`src/include/vfm_map.svh`:
```
// valve feedback monitor: register offsets, field positions, reset values, timing counts
// assumes a 125 MHz core clock and a 10 ms evaluation tick
//
// Summary of operation
// - single, double or directional valve configurations
// - switch-on timeout 50 ms-10 s, zero disables
// - switch-off timeout 50 ms-10 s, zero disables
// - reset pulse 100/350 ms minimum, 30 s maximum
// - output rises on control rise with read-back high
// - output low on control low or any error
// - output two follows control one or two
// - control rise with read-back low sets error
// - read-back not falling within switch-on timeout errors
// - read-back not rising within switch-off timeout errors
// - continuous monitoring: read-back rising while active errors
// - directional: both controls high sets directional error
// - summary flag is OR of both errors
// - errors clear on safe state, plus pulse if manual
`ifndef VFM_MAP_SVH
`define VFM_MAP_SVH

// register byte offsets
`define VFM_REG_CTRL 8'h00
`define VFM_REG_T_ON 8'h04
`define VFM_REG_T_OFF 8'h08
`define VFM_REG_STATE 8'h0C
`define VFM_REG_IRQ_STS 8'h10
`define VFM_REG_IRQ_CLR 8'h14
`define VFM_REG_IRQ_EN 8'h18

// control register fields
`define VFM_CTRL_TYPE_LSB 0
`define VFM_CTRL_MANUAL_BIT 2
`define VFM_CTRL_CONT_BIT 3
`define VFM_CTRL_LONG_BIT 4

// interrupt bit positions
`define VFM_IRQ_RB_ERR 0
`define VFM_IRQ_DIR_ERR 1
`define VFM_IRQ_CLEARED 2
`define VFM_IRQ_PULSE_BAD 3

// reset values
`define VFM_CTRL_RST 5'h00
`define VFM_TMR_RST 10'h000
`define VFM_IRQ_EN_RST 4'h0

// timing
`define VFM_CLK_PERIOD_NS 8
`define VFM_TICK_MS 10
`define VFM_TICK_CYCLES ((`VFM_TICK_MS * 1000000) / `VFM_CLK_PERIOD_NS)
`define VFM_PULSE_SHORT_MS 100
`define VFM_PULSE_LONG_MS 350
`define VFM_PULSE_MAX_MS 30000
`define VFM_PULSE_SHORT_TICKS (`VFM_PULSE_SHORT_MS / `VFM_TICK_MS)
`define VFM_PULSE_LONG_TICKS (`VFM_PULSE_LONG_MS / `VFM_TICK_MS)
`define VFM_PULSE_MAX_TICKS (`VFM_PULSE_MAX_MS / `VFM_TICK_MS)

`endif

```
`src/include/vfm_pkg.sv`:
```
// valve feedback monitor: shared types
// assumes vfm_map.svh for all numeric constants
package vfm_pkg;

  typedef enum logic [1:0] {
    VFM_SINGLE = 2'h0,
    VFM_DOUBLE = 2'h1,
    VFM_DIRECT = 2'h2
  } vfm_type_t;

  typedef enum logic [2:0] {
    VFM_IDLE = 3'b001,
    VFM_ON_WAIT = 3'b010,
    VFM_OFF_WAIT = 3'b100
  } vfm_phase_t;

  typedef struct packed {
    logic [2:0] meta;
    logic [2:0] sync;
  } vfm_sync_t;

  typedef struct packed {
    logic [31:0] tick_cnt;
    logic tick;
    logic [1:0] vtype;
    logic manual;
    logic cont;
    logic long_pulse;
    logic [9:0] t_on;
    logic [9:0] t_off;
    vfm_phase_t [1:0] phase;
    logic [1:0][9:0] tmr;
    logic [1:0] ctrl_prev;
    logic [1:0] rb_prev;
    logic rst_prev;
    logic [11:0] pulse_w;
    logic valve1;
    logic valve2;
    logic rb_err;
    logic dir_err;
    logic err_flag;
    logic [3:0] irq_sts;
    logic [3:0] irq_en;
    logic irq;
    logic [31:0] rdata;
  } vfm_state_t;

endpackage

```
`src/verilog/vfm_monitor.sv`:
```
// valve feedback monitor: valve drive, read-back checks, error latching, register port
// assumes control inputs are on i_core_clk; read-backs and reset button are pins
//
// Chosen here: the register addresses and the strobed register port.
`timescale 1ns/1ps
`default_nettype none
`include "vfm_map.svh"

module vfm_monitor #(
  parameter int unsigned P_TICK_CYCLES = `VFM_TICK_CYCLES
) (
  // clock and reset
  input wire logic i_core_clk,
  input wire logic i_reset,
  // control from logic
  input wire logic i_ctrl1,
  input wire logic i_ctrl2,
  // pins from valves and reset button
  input wire logic i_readback1,
  input wire logic i_readback2,
  input wire logic i_reset_btn,
  // valve drive and errors
  output logic o_valve1,
  output logic o_valve2,
  output logic o_rb_err,
  output logic o_dir_err,
  output logic o_err_flag,
  // register port
  input wire logic [7:0] i_reg_addr,
  input wire logic [31:0] i_reg_wdata,
  input wire logic i_reg_wr,
  input wire logic i_reg_rd,
  output logic [31:0] o_reg_rdata,
  // interrupt
  output logic o_irq
);
  import vfm_pkg::*;

  vfm_state_t st_q;
  vfm_state_t st_d;
  logic [2:0] pin_s;
  logic [1:0] c;
  logic [1:0] r;
  logic [1:0] en;
  logic [1:0] rise;
  logic [1:0] err_ev;
  logic clr_ok;
  logic pulse_ok;
  logic pulse_bad;
  logic rst_fall;
  logic [11:0] pulse_min;

  function automatic logic timed_out(input logic [9:0] n, input logic [9:0] lim);
    timed_out = (lim != 10'h000) && (n >= lim);
  endfunction

  function automatic logic reg_hit(input logic [7:0] a, input logic [7:0] off);
    reg_hit = (a == off);
  endfunction

  vfm_sync u_sync (
    .i_core_clk(i_core_clk),
    .i_reset(i_reset),
    .i_async({i_reset_btn, i_readback2, i_readback1}),
    .o_sync(pin_s)
  );

  always_comb
  begin
    st_d = st_q;
    // 10 ms evaluation tick
    st_d.tick = 1'b0;
    if (st_q.tick_cnt == 32'(P_TICK_CYCLES - 1))
    begin
      st_d.tick_cnt = 32'h0000_0000;
      st_d.tick = 1'b1;
    end
    else
    begin
      st_d.tick_cnt = st_q.tick_cnt + 32'h0000_0001;
    end

    // channel association per valve type
    c[0] = i_ctrl1;
    c[1] = i_ctrl2;
    r = pin_s[1:0];
    en[0] = 1'b1;
    en[1] = (st_q.vtype == VFM_DOUBLE) || (st_q.vtype == VFM_DIRECT);
    err_ev = 2'b00;
    rise = 2'b00;

    for (int i = 0; i < 2; i++)
    begin
      rise[i] = c[i] && !st_q.ctrl_prev[i];
      case (st_q.phase[i])
        VFM_IDLE:
        begin
          st_d.tmr[i] = 10'h000;
        end
        VFM_ON_WAIT:
        begin
          if (!r[i])
          begin
            st_d.phase[i] = VFM_IDLE;
          end
          else if (st_q.tick)
          begin
            st_d.tmr[i] = st_q.tmr[i] + 10'h001;
            if (timed_out(st_d.tmr[i], st_q.t_on))
            begin
              err_ev[i] = 1'b1;
              st_d.phase[i] = VFM_IDLE;
            end
          end
        end
        VFM_OFF_WAIT:
        begin
          if (r[i])
          begin
            st_d.phase[i] = VFM_IDLE;
          end
          else if (st_q.tick)
          begin
            st_d.tmr[i] = st_q.tmr[i] + 10'h001;
            if (timed_out(st_d.tmr[i], st_q.t_off))
            begin
              err_ev[i] = 1'b1;
              st_d.phase[i] = VFM_IDLE;
            end
          end
        end
        default:
        begin
          st_d.phase[i] = VFM_IDLE;
        end
      endcase
      if (rise[i])
      begin
        st_d.tmr[i] = 10'h000;
        if (!r[i])
        begin
          err_ev[i] = 1'b1;
        end
        // zero switch-on time leaves the channel idle
        st_d.phase[i] = (r[i] && st_q.t_on != 10'h000) ? VFM_ON_WAIT : VFM_IDLE;
      end
      else if (!c[i] && st_q.ctrl_prev[i])
      begin
        st_d.tmr[i] = 10'h000;
        st_d.phase[i] = (!r[i] && st_q.t_off != 10'h000) ? VFM_OFF_WAIT : VFM_IDLE;
      end
      else if (st_q.cont && c[i] && r[i] && !st_q.rb_prev[i])
      begin
        err_ev[i] = 1'b1;
      end
      if (!en[i])
      begin
        err_ev[i] = 1'b0;
        st_d.phase[i] = VFM_IDLE;
      end
    end
    st_d.ctrl_prev = c;
    st_d.rb_prev = r;

    // reset pulse width qualification
    pulse_min = st_q.long_pulse ? 12'(`VFM_PULSE_LONG_TICKS) : 12'(`VFM_PULSE_SHORT_TICKS);
    rst_fall = st_q.rst_prev && !pin_s[2];
    pulse_ok = rst_fall && (st_q.pulse_w >= pulse_min) && (st_q.pulse_w <= 12'(`VFM_PULSE_MAX_TICKS));
    pulse_bad = rst_fall && !pulse_ok;
    st_d.rst_prev = pin_s[2];
    if (!pin_s[2])
    begin
      st_d.pulse_w = 12'h000;
    end
    else if (st_q.tick && st_q.pulse_w <= 12'(`VFM_PULSE_MAX_TICKS))
    begin
      st_d.pulse_w = st_q.pulse_w + 12'h001;
    end

    // error latching, set wins over clear
    clr_ok = !(c[0] || (en[1] && c[1])) && r[0] && (!en[1] || r[1]) && (!st_q.manual || pulse_ok);
    st_d.rb_err = (|err_ev) || (st_q.rb_err && !clr_ok);
    st_d.dir_err = (st_q.vtype == VFM_DIRECT && c[0] && c[1]) || (st_q.dir_err && !clr_ok);
    st_d.err_flag = st_d.rb_err || st_d.dir_err;

    // valve drive
    if (st_d.err_flag || !c[0])
    begin
      st_d.valve1 = 1'b0;
    end
    else if (rise[0] && r[0])
    begin
      st_d.valve1 = 1'b1;
    end
    if (st_q.vtype == VFM_DIRECT)
    begin
      if (st_d.err_flag || !c[0])
      begin
        st_d.valve2 = 1'b0;
      end
      else if (rise[0] && r[1])
      begin
        st_d.valve2 = 1'b1;
      end
    end
    else if (st_q.vtype == VFM_DOUBLE)
    begin
      if (st_d.err_flag || !c[1])
      begin
        st_d.valve2 = 1'b0;
      end
      else if (rise[1] && r[1])
      begin
        st_d.valve2 = 1'b1;
      end
    end
    else
    begin
      st_d.valve2 = 1'b0;
    end

    // register writes
    if (i_reg_wr)
    begin
      if (reg_hit(i_reg_addr, `VFM_REG_CTRL))
      begin
        st_d.vtype = i_reg_wdata[`VFM_CTRL_TYPE_LSB +: 2];
        st_d.manual = i_reg_wdata[`VFM_CTRL_MANUAL_BIT];
        st_d.cont = i_reg_wdata[`VFM_CTRL_CONT_BIT];
        st_d.long_pulse = i_reg_wdata[`VFM_CTRL_LONG_BIT];
      end
      if (reg_hit(i_reg_addr, `VFM_REG_T_ON))
      begin
        st_d.t_on = i_reg_wdata[9:0];
      end
      if (reg_hit(i_reg_addr, `VFM_REG_T_OFF))
      begin
        st_d.t_off = i_reg_wdata[9:0];
      end
      if (reg_hit(i_reg_addr, `VFM_REG_IRQ_EN))
      begin
        st_d.irq_en = i_reg_wdata[3:0];
      end
      if (reg_hit(i_reg_addr, `VFM_REG_IRQ_CLR))
      begin
        st_d.irq_sts = st_q.irq_sts & ~i_reg_wdata[3:0];
      end
    end
    // sticky events, set wins over clear
    st_d.irq_sts[`VFM_IRQ_RB_ERR] = st_d.irq_sts[`VFM_IRQ_RB_ERR] | (st_d.rb_err & !st_q.rb_err);
    st_d.irq_sts[`VFM_IRQ_DIR_ERR] = st_d.irq_sts[`VFM_IRQ_DIR_ERR] | (st_d.dir_err & !st_q.dir_err);
    st_d.irq_sts[`VFM_IRQ_CLEARED] = st_d.irq_sts[`VFM_IRQ_CLEARED] | (st_q.err_flag & !st_d.err_flag);
    st_d.irq_sts[`VFM_IRQ_PULSE_BAD] = st_d.irq_sts[`VFM_IRQ_PULSE_BAD] | pulse_bad;
    st_d.irq = |(st_d.irq_sts & st_d.irq_en);

    // register reads, data valid one cycle after the strobe only
    st_d.rdata = 32'h0000_0000;
    if (i_reg_rd)
    begin
      case (i_reg_addr)
        `VFM_REG_CTRL: st_d.rdata = {27'h000_0000, st_q.long_pulse, st_q.cont, st_q.manual, st_q.vtype};
        `VFM_REG_T_ON: st_d.rdata = {22'h00_0000, st_q.t_on};
        `VFM_REG_T_OFF: st_d.rdata = {22'h00_0000, st_q.t_off};
        `VFM_REG_STATE: st_d.rdata = {24'h00_0000, pin_s, st_q.err_flag, st_q.dir_err, st_q.rb_err,
                                      st_q.valve2, st_q.valve1};
        `VFM_REG_IRQ_STS: st_d.rdata = {28'h000_0000, st_q.irq_sts};
        `VFM_REG_IRQ_EN: st_d.rdata = {28'h000_0000, st_q.irq_en};
        default: st_d.rdata = 32'h0000_0000;
      endcase
    end
  end

  always_ff @(posedge i_core_clk)
  begin
    if (i_reset)
    begin
      st_q <= '0;
      st_q.phase[0] <= VFM_IDLE;
      st_q.phase[1] <= VFM_IDLE;
      st_q.t_on <= `VFM_TMR_RST;
      st_q.t_off <= `VFM_TMR_RST;
      st_q.irq_en <= `VFM_IRQ_EN_RST;
      {st_q.long_pulse, st_q.cont, st_q.manual, st_q.vtype} <= `VFM_CTRL_RST;
    end
    else
    begin
      st_q <= st_d;
    end
  end

  assign o_valve1 = st_q.valve1;
  assign o_valve2 = st_q.valve2;
  assign o_rb_err = st_q.rb_err;
  assign o_dir_err = st_q.dir_err;
  assign o_err_flag = st_q.err_flag;
  assign o_reg_rdata = st_q.rdata;
  assign o_irq = st_q.irq;
endmodule // vfm_monitor

`default_nettype wire

```
`src/verilog/vfm_sync.sv`:
```
// valve feedback monitor: two-flop synchroniser for pin inputs
// assumes inputs are asynchronous to i_core_clk
`timescale 1ns/1ps
`default_nettype none

module vfm_sync
  import vfm_pkg::*;
(
  // clock and reset
  input wire logic i_core_clk,
  input wire logic i_reset,
  // pins in, synchronised out
  input wire logic [2:0] i_async,
  output logic [2:0] o_sync
);

  vfm_sync_t st_q;
  vfm_sync_t st_d;

  always_comb
  begin
    st_d.meta = i_async;
    st_d.sync = st_q.meta;
  end

  always_ff @(posedge i_core_clk)
  begin
    if (i_reset)
    begin
      st_q <= '0;
    end
    else
    begin
      st_q <= st_d;
    end
  end

  assign o_sync = st_q.sync;

endmodule // vfm_sync

`default_nettype wire
```
`config.mk`:
```
export PLATFORM = sky130hd
export DESIGN_NAME = vfm_monitor
export DESIGN_NICKNAME = d
export VERILOG_FILES = /design/src/include/vfm_pkg.sv /design/src/verilog/vfm_monitor.sv /design/src/verilog/vfm_sync.sv
export VERILOG_INCLUDE_DIRS = /design/src /design/src/include
export SDC_FILE = /design/constraint.sdc
export NUM_CORES = 1
export LEC_CHECK = 0
export BUFFER_PORTS_ARGS = -buffer_cell sky130_fd_sc_hd__buf_2
export CORE_ASPECT_RATIO = 1.5
export CORE_MARGIN = 5
export CORE_UTILIZATION = 40
export CTS_BUF_LIST = sky130_fd_sc_hd__clkbuf_8
export CTS_CLUSTER_DIAMETER = 80
export DETAILED_ROUTE_END_ITERATION = 6
export MAX_ROUTING_LAYER = met4
export PLACE_DENSITY = 0.64
export SYNTH_ARGS = -nofsm -noshare
export SYNTH_HDL_FRONTEND = slang
export SYNTH_SLANG_ARGS = --single-unit
```
`constraint.sdc`:
```
create_clock -name i_core_clk -period 4.2 [get_ports i_core_clk]
set_clock_uncertainty 0.05 [all_clocks]
set_input_delay 0.42 -clock i_core_clk [delete_from_list [all_inputs] [get_ports i_core_clk]]
set_output_delay 0.42 -clock i_core_clk [all_outputs]
set_load 0.02 [all_outputs]
```
== Yosys cells after proc, flatten, opt, wreduce, memory -nomap -nowiden ==
Index checks and enable logic that the tools add are counted.
Storage, ports and cells
  register bits: 153
  logic and storage cells: 228
Cells by class
  add/sub/neg operators: 4
  order comparisons: 6
  eq/ne operators: 31
  multiplexer cells: 65
  bitwise gates (word level): 13
  reductions and logical operators: 82
Operators with widths (count)
  2-to-1 mux 10 bit: 6
  case mux 10 bit (3 select lines): 2
  case mux 10 bit (6 select lines): 1
  2-to-1 mux 3 bit: 18
  greater-or-equal comparator 10 bit: 4
  logical AND 1 bit: 34
  adder 32 x 1 -> 32 bit (second input constant): 1
  equality test 32 x 21 -> 1 bit (second input constant): 1
  2-to-1 mux 1 bit: 28
  equality test 8 x 5 -> 1 bit (second input constant): 3
  adder 10 x 1 -> 10 bit (second input constant): 2
  != test 5 x 4 -> 1 bit (second input constant): 4
  != test 5 bit (second input constant): 4
  nonzero test 10 bit: 2
  case mux 3 bit (3 select lines): 2
  logical NOT 1 bit: 17
  equality test 8 x 4 -> 1 bit (second input constant): 2
  adder 12 x 1 -> 12 bit (second input constant): 1
  greater-or-equal comparator 12 x 6 -> 1 bit: 1
  less-or-equal comparator 12 bit (second input constant): 1
  OR reduction 2 bit: 6
  AND reduction 5 bit: 2
  logical OR 1 bit: 9
  AND 4 bit: 2
  other kinds (26): 48

== Depth between registers and ports, before layout ==
Gate-level depths: netlist (run 1).
  depth after elaboration: 19
  mapped depth: 13

== Hierarchy ==
Synthesis (run 1) repeated with hierarchy kept, for this count alone.
Unflattened totals
  cell total of the unflattened synthesis: 862
  area total of the unflattened synthesis: 7274.5 µm²
By module, submodules not included
  vfm_monitor: times used 1, cells an instance 850, area each 7116.8 µm², seq. area each 2502.4 µm²
  vfm_sync: times used 1, cells an instance 12, area each 157.7 µm², seq. area each 120.1 µm²

== Worst setup path after synthesis (run 1) ==
Ideal clock, no wire load.
  path kind: reg-to-reg
  start: register st_q[73] (netlist name)
  end: register st_q (netlist bit o_irq)
  library setup time: 0.079 ns
  data arrival time: 2.828 ns
  path slack: 1.243 ns
  stages on the path, launching flop included: 14
  path buffers: 0
  period minus slack after synthesis: 2.957 ns
  cell sequence: dfxtp_1 > and3_1 > and3_1 > and3_1 > nand3_1 > xnor2_1 > ha_1 > nand4_1 > nor2_1 > a21oi_1 > a211o_1 > a211o_1 > a211o_2 > o211ai_1
Between the ends
  longest elaborated chain between the ends: 19
RTL lines
  from (decl): line vfm_monitor.sv:39  | vfm_state_t st_q;
  from (signal assigned): line vfm_monitor.sv:287  | st_q <= st_d;
  adder 10 x 1 -> 10 bit (*): line vfm_monitor.sv:108, vfm_monitor.sv:124
  greater-or-equal comparator 10 bit: line vfm_monitor.sv:54  | timed_out = (lim != 10'h000) && (n >= lim);
  logical AND 1 bit: line vfm_monitor.sv:54
  2-to-1 mux 1 bit (on tied branches): line vfm_monitor.sv:125, vfm_monitor.sv:109
  2-to-1 mux 1 bit (on tied branches): line vfm_monitor.sv:122, vfm_monitor.sv:106
  2-to-1 mux 1 bit (on tied branches): line vfm_monitor.sv:118, vfm_monitor.sv:102
  case mux 1 bit (2 select lines) (*): line vfm_monitor.sv:95  | case (st_q.phase[i])
  2-to-1 mux 1 bit: line vfm_monitor.sv:152  | else if (st_q.cont && c[i] && r[i] && !st_q.rb_prev[i])
  [3 not listed]
  OR reduction 2 bit (*): line vfm_monitor.sv:182  | st_d.rb_err = (|err_ev) || (st_q.rb_err && !clr_ok);
  logical OR 1 bit (*): line vfm_monitor.sv:182
  logical OR 1 bit: line vfm_monitor.sv:184  | st_d.err_flag = st_d.rb_err || st_d.dir_err;
  logical NOT 1 bit: line vfm_monitor.sv:252  | st_d.irq_sts[`VFM_IRQ_CLEARED] = st_d.irq_sts[`VFM_IRQ_CLEARED] | (st_q.err_flag & !st_d.err_flag);
  AND 1 bit: line vfm_monitor.sv:252
  bitwise OR 1 bit: line vfm_monitor.sv:252
  AND 4 bit (*): line vfm_monitor.sv:254  | st_d.irq = |(st_d.irq_sts & st_d.irq_en);
  OR reduction 4 bit (*): line vfm_monitor.sv:254
Every way passes the cells marked *; elsewhere a longest branch is shown, timed or not.
A chain may end at the register's enable or synchronous reset.

== Worst setup path in the final report (run 1) ==
  start: register st_q[63] (netlist name)
  end: register st_q (netlist bit o_valve2)
Between the ends
  longest elaborated chain between the ends: 17
RTL lines
  adder 10 x 1 -> 10 bit (*): line vfm_monitor.sv:108, vfm_monitor.sv:124
  greater-or-equal comparator 10 bit: line vfm_monitor.sv:54
  logical AND 1 bit: line vfm_monitor.sv:54
  2-to-1 mux 1 bit (on tied branches): line vfm_monitor.sv:125, vfm_monitor.sv:109
  2-to-1 mux 1 bit (on tied branches): line vfm_monitor.sv:122, vfm_monitor.sv:106
  2-to-1 mux 1 bit (on tied branches): line vfm_monitor.sv:118, vfm_monitor.sv:102
  case mux 1 bit (2 select lines) (*): line vfm_monitor.sv:95
  2-to-1 mux 1 bit: line vfm_monitor.sv:152
  2-to-1 mux 1 bit: line vfm_monitor.sv:147  | else if (!c[i] && st_q.ctrl_prev[i])
  2-to-1 mux 1 bit (*): line vfm_monitor.sv:137  | if (rise[i])
  OR reduction 2 bit (*): line vfm_monitor.sv:182
  logical OR 1 bit (*): line vfm_monitor.sv:182
  logical OR 1 bit (*): line vfm_monitor.sv:184
  logical OR 1 bit: line vfm_monitor.sv:208  | if (st_d.err_flag || !c[1])
  2-to-1 mux 1 bit: line vfm_monitor.sv:208
  2-to-1 mux 1 bit: line vfm_monitor.sv:206  | else if (st_q.vtype == VFM_DOUBLE)
  2-to-1 mux 1 bit: line vfm_monitor.sv:195  | if (st_q.vtype == VFM_DIRECT)
Marks and branches as above.

==> results of run 1 <==
## final timing paths
path | cells past startpoint | endpoint | startpoint
worst max-delay path | 10 | o_valve2 | st_q[63]
worst min-delay path | 2 | u_sync.st_d[0] | i_readback1
worst max register to register | 10 | o_valve2 | st_q[63]
worst min register to register | 1 | u_sync.o_sync[1] | u_sync.st_d[1]
## metal layers
| layer | vias up | GRT usage (%) | routed length [um] | share of wire, % |
|---|---|---|---|---|
| met5 | - | - | 0 | 0 |
| met4 | 0 | 7.51 | 545 | 3.2 |
| met3 | 33 | 3.64 | 692 | 4.1 |
| met2 | 118 | 29.9 | 8850 | 52 |
| met1 | 2801 | 17.7 | 6980 | 41 |
| li1 | 3014 | - | - | - |
## power by group
part,total [W],switching (W),internal (W)
clock,0.00114,0.000523,0.000618
sequential,0.00127,0.0000124,0.00125
combinational,0.000126,0.0000882,0.0000378
## cells in the mapped netlist, drive strengths merged, types with 2 or more instances
cell type  instances  area (sq um)
a2111oi            6          65.1
xnor2             23           201
nand2b             4          25.0
nand4             16           100
nor3              16          80.1
nor4b              4          35.0
a31oi              6          37.5
a21oi             46           230
or2                3          18.8
and3              15          93.8
a2111o             2          22.5
xor2              30           263
nand3             38           203
nand2             52           195
a32oi              2          17.5
nand4b             2          17.5
a22oi              9          67.6
nor2b             24           150
mux2i             31           310
mux4               4          93.8
nor3b             12          95.1
ha                52           651
dfxtp            131          2620
o21ai             36           180
buf               39           270
nor4              14           121
inv               40           150
nand3b             8          60.1
o211ai             7          52.6
clkbuf            13          48.8
and2               5          32.5
o31ai              3          22.5
nor2             123           464
a211o              3          27.5
and4               3          26.3
o31a               2          17.5
o21a               4          30.0
or3                4          25.0
## flip-flops by register name, summed over array words and instances, names as in the netlist
signal,cells
o_dir_err,1
o_valve2,1
o_err_flag,1
o_valve1,1
u_sync.o_sync,3
st_q,109
u_sync.st_d,3
o_reg_rdata,10
o_irq,1
o_rb_err,1
## metrics by stage
step / util (%) / instance area, sq um
final: 44.6 / 8010
after global routing: 44.6 / 8010
after CTS: 44.6 / 8010
after detailed placement: 42.3 / 7590
after global placement: 42.3 / 7590
after floorplan: - / 7390
## layout make-up
| type | count | area share [%] |
|---|---|---|
| diodes | 1 | 0.0313 |
| clock buffers | 19 | 3.27 |
| flip-flops and latches | 131 | 32.8 |
| well taps | 217 | 3.39 |
| clock inverters | 13 | 1.97 |
| repair buffers | 45 | 2.91 |
| inverters | 41 | 1.92 |
| multi-input cells | 648 | 53.8 |
## logic make-up (layout without fill, tap and decap cells)
logic type      count (synthesis)  in the layout  synth area share (%)
simple gates                  347            347                  24.4
buf+inv                        93            118                  6.47
xor+xnor                       53             53                  6.35
mux                            36             36                  5.68
fa+ha+maj                      52             52                  8.90
other cells                     1             23                0.0513
compound gates                138            138                  12.3
flops                         131            131                  35.9
## worst max-delay path: stages, from the launching register on
cell	delay [ns]
dfxtp_1	0.44
and3_1	0.25
and3_1	0.23
and3_1	0.24
xor2_1	0.24
ha_1	0.29
a2111oi_0	0.53
a221oi_2	0.21
a311oi_4	0.45
nand3_4	0.16
nor4_2	0.26
==> summary.md, run 1 <==
| Metric | Value |
|---|---|
| Status | completed |
| Fin worst setup slack | 0.758 ns |
| CTS Root Cell | clkbuf_8 |
| # IOs | 87 |
| Vias in the first global route | 5759 |
| Hold_buf cts | 0 |
| Sink Count | 131 |
| Element type at the critical path end | flop |
| GP Congestion | 0.828 |
| Vias | 5966 |
| # port buffers | 42 |
| Hold slack | 0.126 ns |
| Clk pin slew, worst setup/hold paths | 0.08 ns |
| First-pass GRT wire length | 27800 um |
| Rel. slew slack | 26.6% |
| Post-synth ARST share | 0% |
| Synth unique cells | 69 |
| Area of the multi-input gates | 4310 sq um |
| Fin crit share | 82.0% |
| Synth Area per Inst | 8.59 sq um |
| Clk Latency, worst-skew pair | 0.45 ns |
| Total CTS buffers | 17 |
| Nets@finish | 985 |
| Leak | 3.30 nW |
| Routed WL | 17100 um |
| Number of max-cap violations | 0 |
| Worst EP arrival | 3.76 ns |
| Post-CTS setup buffer count | 0 |
| Largest net degree at the start of global routing | 56 |
| Seq/Total Area, Yosys | 35.9% |
| Layout cell share with drive strength beyond 1 | 11.0% |
| Drt initial violations | 248 |
| Hold WC Path Type | in -> reg |
| Clock Path Buffers | 2 |
| Die W | 120 um |
| Commonest non-fill, non-tap cell in the layout | dfxtp_1 |
| Worst setup SP type | flop |
| Num rows | 60 |
| Crit path max fanout | 5 |
| Initial antenna violation count | 1 |
| Final hold vios | 0 |
| Overall routing resource usage | 16.8% |
| CTS tree | done |
| Non-filler cells, final | 1115 |
| Post-place setup slack | 0.783 ns |
| Cells after DPL | 1082 |
| VDD IR max | 0.200 mV |
| GRT overflow | 0 |
| Final setup vio count | 0 |
| Achievable Freq | 0.291 GHz |
| Final ANT Viol Nets | 0 |
| Vias per cell | 5.35 |
| Cells after synthesis | 851 |
| Number of synthesis warnings | 0 |
| Die area | 21100 sq um |
| Starting Density | 40.7% |
| Post-DP HPWL | 12900 um |
| Top_reg_cell synth | dfxtp_1 |
| Critical path class | reg -> reg |
| RSZ-0062 raised after global routing | no |
| FF/Latch Area | 2620 sq um |
| Most frequent cells in the layout | dfxtp_1 (131), nor2_1 (122), nand2_1 (52), ha_1 (52), a21oi_1 (46) |
| Least-Margin Pin Slew | 1.09 ns |
| Setup TNS | 0 ns |
| Final Power | 0.00253 W |
| CP required | 4.52 ns |
| Synth Cell Area | 7310 sq um |
| Post_cts resized | 0 |
| Register bit total from synthesis | 131 |
| Die height | 176 um |
| Core footprint | 17900 sq um |
| Slew Limit Fails | 0 |
| Filler cells | 1805 |
| Area grow syn2layout | 9.57% |
| EDFF count, synth | 0 |
| First-pass detailed-route iteration total | 5 |
| DR WL/cell | 15.3 um |
| H-tree levels | 4 |
| DRC | 0 |
| FF-to-FF setup slack | 0.76 ns |
| Period minus WS final | 3.44 ns |
| PD cells | 316 nW/um^2 |
No activity file was read; power rests on OpenSTA's default activity.
==> run 2: changes to the inputs <==
Settings changed: PLACE_DENSITY 0.64 to 0.67.
Clock period 4.2 ns to 2.9 ns, I/O delays scaled along.
==> run 2 against run 1 <==
Compared with the run above: the run now ends with negative setup slack left; worst hold slack worse by 0.083 ns; clock power increased by 42%; sequential share of layout area is 2.2 points lower; clock-buffer cell count unchanged.
==> summary.md, run 2 (same netlist as run 1, synthesis figures left out) <==
| Metric | Value |
|---|---|
| GP Congestion | 0.871 (was 0.828) |
| Rel. slew slack | 56.0% (was 26.6%) |
| Number of antenna diodes | 0 (was 1) |
| Final setup vio count | 6 (was 0) |
| H-tree levels | 4 (unchanged) |
| Sink Count | 131 (unchanged) |
| Worst setup SP type | flop (unchanged) |
| Worst EP arrival | 3.34 ns (was 3.76 ns) |
| Violations in the final reports | negative setup slack |
| Nets@finish | 1030 (was 985) |
| Leak | 3.56 nW (was 3.30 nW) |
| Number of max-cap violations | 0 (unchanged) |
| Area grow syn2layout | 17.8% (was 9.57%) |
| Critical path class | reg -> reg (unchanged) |
| Vias in the first global route | 6121 (was 5759) |
| Worst setup path start | st_q[64] (was st_q[63]) |
| Routed WL | 17900 um (was 17100 um) |
| Clk pin slew, worst setup/hold paths | 0.08 ns (about the same) |
| Largest net degree at the start of global routing | 47 (was 56) |
| Vias per cell | 5.35 (about the same) |
| Die height | 176 um (unchanged) |
| Clock Path Buffers | 2 (unchanged) |
| # port buffers | 42 (unchanged) |
| Min-delay src | i_reg_wdata[8] (was i_readback1) |
| Fin area | 8610 sq um (was 8010 sq um) |
| VDD IR max | 0.540 mV (was 0.200 mV) |
| Final hold vios | 0 (unchanged) |
| Max reg flops | 109 (unchanged) |
| First-pass GRT wire length | 29600 um (was 27800 um) |
| Area post-placement | 7890 sq um (was 7590 sq um) |
| DRC | 0 (unchanged) |
| RSZ-0062 raised after global routing | yes (was no) |
| First-pass detailed-route iteration total | 4 (was 5) |
| Clk Latency, worst-skew pair | 0.46 ns (was 0.45 ns) |
| Commonest non-fill, non-tap cell in the layout | dfxtp_1 (unchanged) |
| Fin worst setup slack | -0.110 ns (was 0.758 ns) |
| DR WL/cell | 15.5 um (was 15.3 um) |
| Num rows | 60 (unchanged) |
| Initial antenna violation count | 0 (was 1) |
| Overall routing resource usage | 17.8% (was 16.8%) |
| Hold slack | 0.0433 ns (was 0.126 ns) |
| Hold WC Path Type | in -> reg (unchanged) |
| Final Power | 0.00364 W (was 0.00253 W) |
| Final ANT Viol Nets | 0 (unchanged) |
| Post-DP HPWL | 13500 um (was 12900 um) |
| Vias | 6201 (was 5966) |
| Fin crit share | 104% (was 82.0%) |
| Biggest register | st_q (unchanged) |
| Core footprint | 17900 sq um (unchanged) |
| Drt initial violations | 301 (was 248) |
| Starting Density | 40.7% (unchanged) |
| Most frequent cells in the layout | dfxtp_1 (126), nor2_1 (122), nand2_1 (52) (was dfxtp_1 (131), nor2_1 (122), nand2_1 (52), ha_1 (52), a21oi_1 (46)) |
| Least-Margin Pin Slew | 0.651 ns (was 1.09 ns) |
| CTS tree | done (unchanged) |
| Die W | 120 um (unchanged) |
| Slew Limit Fails | 0 (unchanged) |
| PD cells | 423 nW/um^2 (was 316 nW/um^2) |
| Element type at the critical path end | flop (unchanged) |
| CTS Root Cell | clkbuf_8 (unchanged) |
| CP required | 3.23 ns (was 4.52 ns) |
| Post-place setup slack | -0.202 ns (was 0.783 ns) |
| # IOs | 87 (unchanged) |
| Status | finished with violations (was completed) |
| Layout cell share with drive strength beyond 1 | 19.1% (was 11.0%) |
| GRT overflow | 0 (unchanged) |
| Crit path max fanout | 4 (was 5) |
| Die area | 21100 sq um (unchanged) |
| Filler cells | 1710 (was 1805) |
| Achievable Freq | 0.332 GHz (was 0.291 GHz) |
| R2r startpoint | st_q[64] (was st_q[63]) |
| Total CTS buffers | 17 (unchanged) |
| Period minus WS final | 3.01 ns (was 3.44 ns) |
## run 2: changes by cell type in the layout (fill, tap and decap cells not counted), moves of 4 or more
| cell | change |
|---|---|
| buf_4 | +40 |
| and3_1 | -8 |
| and3_4 | +8 |
| dfxtp_1 | -5 |
| dfxtp_2 | +5 |
| xnor2_1 | -4 |
| xnor2_2 | +4 |
| xor2_1 | -4 |
## run 2: path summary, 6_finish.rpt
path                                          to  slack [ns]  cells past startpoint
worst max-delay path                       o_irq       -0.11                     13
worst max register to register             o_irq       -0.11                     13
worst min-delay path                   st_q[107]        0.04                      3
worst min register to register  u_sync.o_sync[2]        0.39                      1
## run 2: cell type report
type | count | area (sq um) | share of cell area, %
multi-input combinational | 648 | 4560 | 53.0
sequential | 131 | 2630 | 30.5
timing repair buffer | 90 | 586 | 6.80
tap | 217 | 272 | 3.15
clock buffer | 19 | 262 | 3.04
inverter | 41 | 154 | 1.79
clock inverter | 13 | 149 | 1.73
## run 2: worst max-delay path, cell delays in order, from the launching register on
cell and delay, ns:
dfxtp_2 0.35, and3_4 0.19, and3_4 0.21, and3_4 0.24, xor2_4 0.09, ha_4 0.30, buf_6 0.09, o211ai_1 0.07
a31o_2 0.25, a221oi_4 0.39, a311oi_4 0.13, buf_6 0.18, a211o_4 0.32, o211ai_1 0.07
## run 2: power breakdown
| group | switching (W) | leakage [nW] | internal (W) |
|---|---|---|---|
| Clock | 0.000795 | 0.205 | 0.000823 |
| Combinational | 0.000131 | 2.30 | 0.0000608 |
| Sequential | 0.0000184 | 1.06 | 0.00181 |
## run 2: stage by stage
stage                     setup TNS [ns]  util (%)  instances
after detailed placement           -1.42      44.0       1120
after floorplan                        0         -        872
final                             -0.455      48.0       1159
after CTS                         -0.521      47.3       1157
after global placement            -0.689      44.0       1120
after global routing               -2.10      48.0       1159
## run 2: routing by layer
metal | up-vias | wire, um | GRT usage (%) | share of wire, %
met2 | 102 | 9630 | 32.0 | 54
met1 | 2949 | 7050 | 18.6 | 39
met4 | 0 | 675 | 8.84 | 3.8
met3 | 42 | 566 | 3.03 | 3.2
met5 | - | 0 | - | 0
li1 | 3108 | - | - | -
## run 2: what timing repair did
| action | in CTS | in global routing |
|---|---|---|
| hold buffers | 3 | 0 |
| endpoints found under the hold margin | 3 | 0 |
| buffers inserted | 2 | 2 |
| setup endpoints to repair | 13 | 13 |
| gates resized for setup | 28 | 16 |
| pin swaps | 7 | 16 |
==> run 3: changes to the inputs <==
Settings changed: MAX_ROUTING_LAYER met4 to not set, RECOVER_POWER set to 100.
==> run 3 against run 2 <==
Compared with the run above: the flow still finishes with violations (negative setup slack); first-iteration DRC count is 11% lower; via count is 0.40% lower; register-to-register slack hardly changed; sequential share of layout area is 0.21 points higher; routed wire length is 0.11% higher; critical path type unchanged; critical endpoint unchanged.
==> summary.md, run 3 (same netlist as run 1, synthesis figures left out) <==
| Metric | Value |
|---|---|
| Violations in the final reports | negative setup slack (unchanged) |
| Num rows | 60 (unchanged) |
| Slowest stage delay, CP | 0.38 ns (was 0.39 ns) |
| Die W | 120 um (unchanged) |
| FF-to-FF setup slack | -0.1 ns (was -0.11 ns) |
| Vias in the first global route | 6121 (unchanged) |
| First-pass detailed-route iteration total | 5 (was 4) |
| Starting Density | 40.7% (unchanged) |
| H-tree levels | 4 (unchanged) |
| DR WL/cell | 15.5 um (about the same) |
| CTS Root Cell | clkbuf_8 (unchanged) |
| Most used cell, CP | and3_4 (unchanged) |
| Leak | 3.47 nW (was 3.56 nW) |
| # port buffers | 42 (unchanged) |
| Achievable Freq | 0.334 GHz (was 0.332 GHz) |
| Core footprint | 17900 sq um (unchanged) |
| Clk pin slew, worst setup/hold paths | 0.08 ns (about the same) |
| WP buf/inv | 2 (unchanged) |
| Fin worst setup slack | -0.0962 ns (was -0.110 ns) |
| Cells after DPL | 1120 (unchanged) |
| Overall routing resource usage | 17.3% (was 17.8%) |
| PD cells | 425 nW/um^2 (was 423 nW/um^2) |
| Clock Path Buffers | 2 (unchanged) |
| Critical path class | reg -> reg (unchanged) |
| Clk Latency, worst-skew pair | 0.46 ns (about the same) |
| Die height | 176 um (unchanged) |
| Period minus WS final | 3.00 ns (was 3.01 ns) |
| First-pass GRT wire length | 29500 um (was 29600 um) |
| Drt initial violations | 267 (was 301) |
| Final hold vios | 0 (unchanged) |
| Number of max-cap violations | 0 (unchanged) |
| Routed WL | 17900 um (about the same) |
| Vias per cell | 5.33 (was 5.35) |
| GRT overflow | 0 (unchanged) |
| Max reg flops | 109 (unchanged) |
| Crit path max fanout | 4 (unchanged) |
| Slowest cell on crit path | a221oi_4 (unchanged) |
| Commonest non-fill, non-tap cell in the layout | dfxtp_1 (unchanged) |
| Rel. slew slack | 18.6% (was 56.0%) |
| CP required | 3.24 ns (was 3.23 ns) |
| Element type at the critical path end | flop (unchanged) |
| WHS Path Cells | 3 (unchanged) |
| Fin crit share | 103% (was 104%) |
| Biggest register | st_q (unchanged) |
| Worst EP arrival | 3.33 ns (was 3.34 ns) |
| Largest net degree at the start of global routing | 47 (unchanged) |
| Most frequent cells in the layout | dfxtp_1 (126), nor2_1 (123), nand2_1 (52) (was dfxtp_1 (126), nor2_1 (122), nand2_1 (52)) |
| Final setup vio count | 6 (unchanged) |
| VDD IR max | 0.539 mV (was 0.540 mV) |
| Total CTS buffers | 17 (unchanged) |
| Fin area | 8550 sq um (was 8610 sq um) |
| Nets@finish | 1030 (unchanged) |
| Sink Count | 131 (unchanged) |
| CTS tree | done (unchanged) |
| Least-Margin Pin Slew | 1.19 ns (was 0.651 ns) |
| Die area | 21100 sq um (unchanged) |
| Min-delay src | i_reg_wdata[8] (unchanged) |
| Status | finished with violations (unchanged) |
| Layout cell share with drive strength beyond 1 | 16.2% (was 19.1%) |
| # IOs | 87 (unchanged) |
| DRC | 0 (unchanged) |
| R2r startpoint | st_q[64] (unchanged) |
| Slew Limit Fails | 0 (unchanged) |
| Vias | 6176 (was 6201) |
| Final ANT Viol Nets | 0 (unchanged) |
| Number of antenna diodes | 0 (unchanged) |
| Worst reg2reg path depth | 13 (unchanged) |
| FF-to-FF End | o_irq (unchanged) |
| Initial antenna violation count | 0 (unchanged) |
| Area post-placement | 7890 sq um (unchanged) |
| GP Congestion | 0.857 (was 0.871) |
| Min-Delay Endpoint | st_q[107] (unchanged) |
| RSZ-0062 raised after global routing | yes (unchanged) |
| Ordered cell list for the critical path | and3_4 -> and3_4 -> and3_4 -> xor2_4 -> ha_4 -> buf_6 -> o211ai_1 -> a31o_2 -> a221oi_4 -> a311oi_4 -> buf_6 -> a211o_4 -> o211ai_1 (unchanged) |
| Delay-heaviest family, CP | compound AO/OA/AOI/OAI gates (unchanged) |
| Area grow syn2layout | 17.1% (was 17.8%) |
| Worst setup SP type | flop (unchanged) |
| Non-filler cells, final | 1159 (unchanged) |
| Hold WC Path Type | in -> reg (unchanged) |
| Post-DP HPWL | 13500 um (unchanged) |
| Setup TNS | -0.365 ns (was -0.455 ns) |
run 3: cell types whose count changed in the layout (fill, tap and decap cells not counted), sizes merged:
| cell | before | now |
|---|---|---|
| buf | 87 | 62 |
| clkbuf | 19 | 44 |
run 3: power breakdown:
group | total (W) | switching, W | internal [W]
Sequential | 0.00183 | 0.0000184 | 0.00181
Combinational | 0.000187 | 0.000130 | 0.0000569
Clock | 0.00162 | 0.000795 | 0.000823
Total | 0.00364 | 0.000943 | 0.00269
run 3: timing repair:
action | CTS | global route
gates cloned | 0 | 0
hold endpoints to repair | 3 | 0
buffers inserted | 2 | 2
resized for setup | 28 | 16
setup endpoints to repair | 13 | 13
pin swaps | 7 | 16
hold buffers | 3 | 0
run 3: worst reg2reg max path: stages, from the launching register on:
cell      delay [ns]
dfxtp_2         0.35
and3_4          0.19
and3_4          0.21
and3_4          0.24
xor2_4          0.09
ha_4            0.30
buf_6           0.09
o211ai_1        0.07
a31o_2          0.25
a221oi_4        0.39
a311oi_4        0.13
buf_6           0.18
a211o_4         0.32
o211ai_1        0.07
run 3: through the flow:
stage                     power, W  worst slack, ns  hold slack [ns]  util (%)
after floorplan            0.00201           0.0261            0.364         -
after global placement     0.00206           -0.113            0.373      44.0
after detailed placement   0.00206           -0.202            0.376      44.0
after CTS                  0.00367           -0.115           0.0324      47.3
after global routing       0.00378           -0.272           0.0433      47.7
final                      0.00364          -0.0962           0.0395      47.7
run 3: how the worst max path moves through the flow:
stage	end	cells past startpoint	from	slack, ns
2_1_floorplan	o_irq	13	st_q[75]	0.03
3_3_place_gp	o_valve2	11	st_q[64]	-0.11
3_5_place_dp	o_valve2	10	st_q[64]	-0.20
4_1_cts	o_irq	13	st_q[65]	-0.12
5_1_grt	o_valve2	13	st_q[63]	-0.27
6_report	o_irq	13	st_q[64]	-0.1
run 3: layout make-up:
class	instances	area (sq um)
inverter	41	154
clock inverter	13	149
clock buffer	19	262
tap	217	272
multi-input combinational	648	4550
timing repair buffer	90	537
sequential	131	2630
fill	1729	9390
run 3: routing by layer:
metal | wire [um] | share of wire, % | GRT usage, %
met4 | 678 | 3.8 | 8.84
met3 | 588 | 3.3 | 3.03
met2 | 9630 | 54 | 32.0
met5 | 0 | 0 | 0
met1 | 7030 | 39 | 18.6
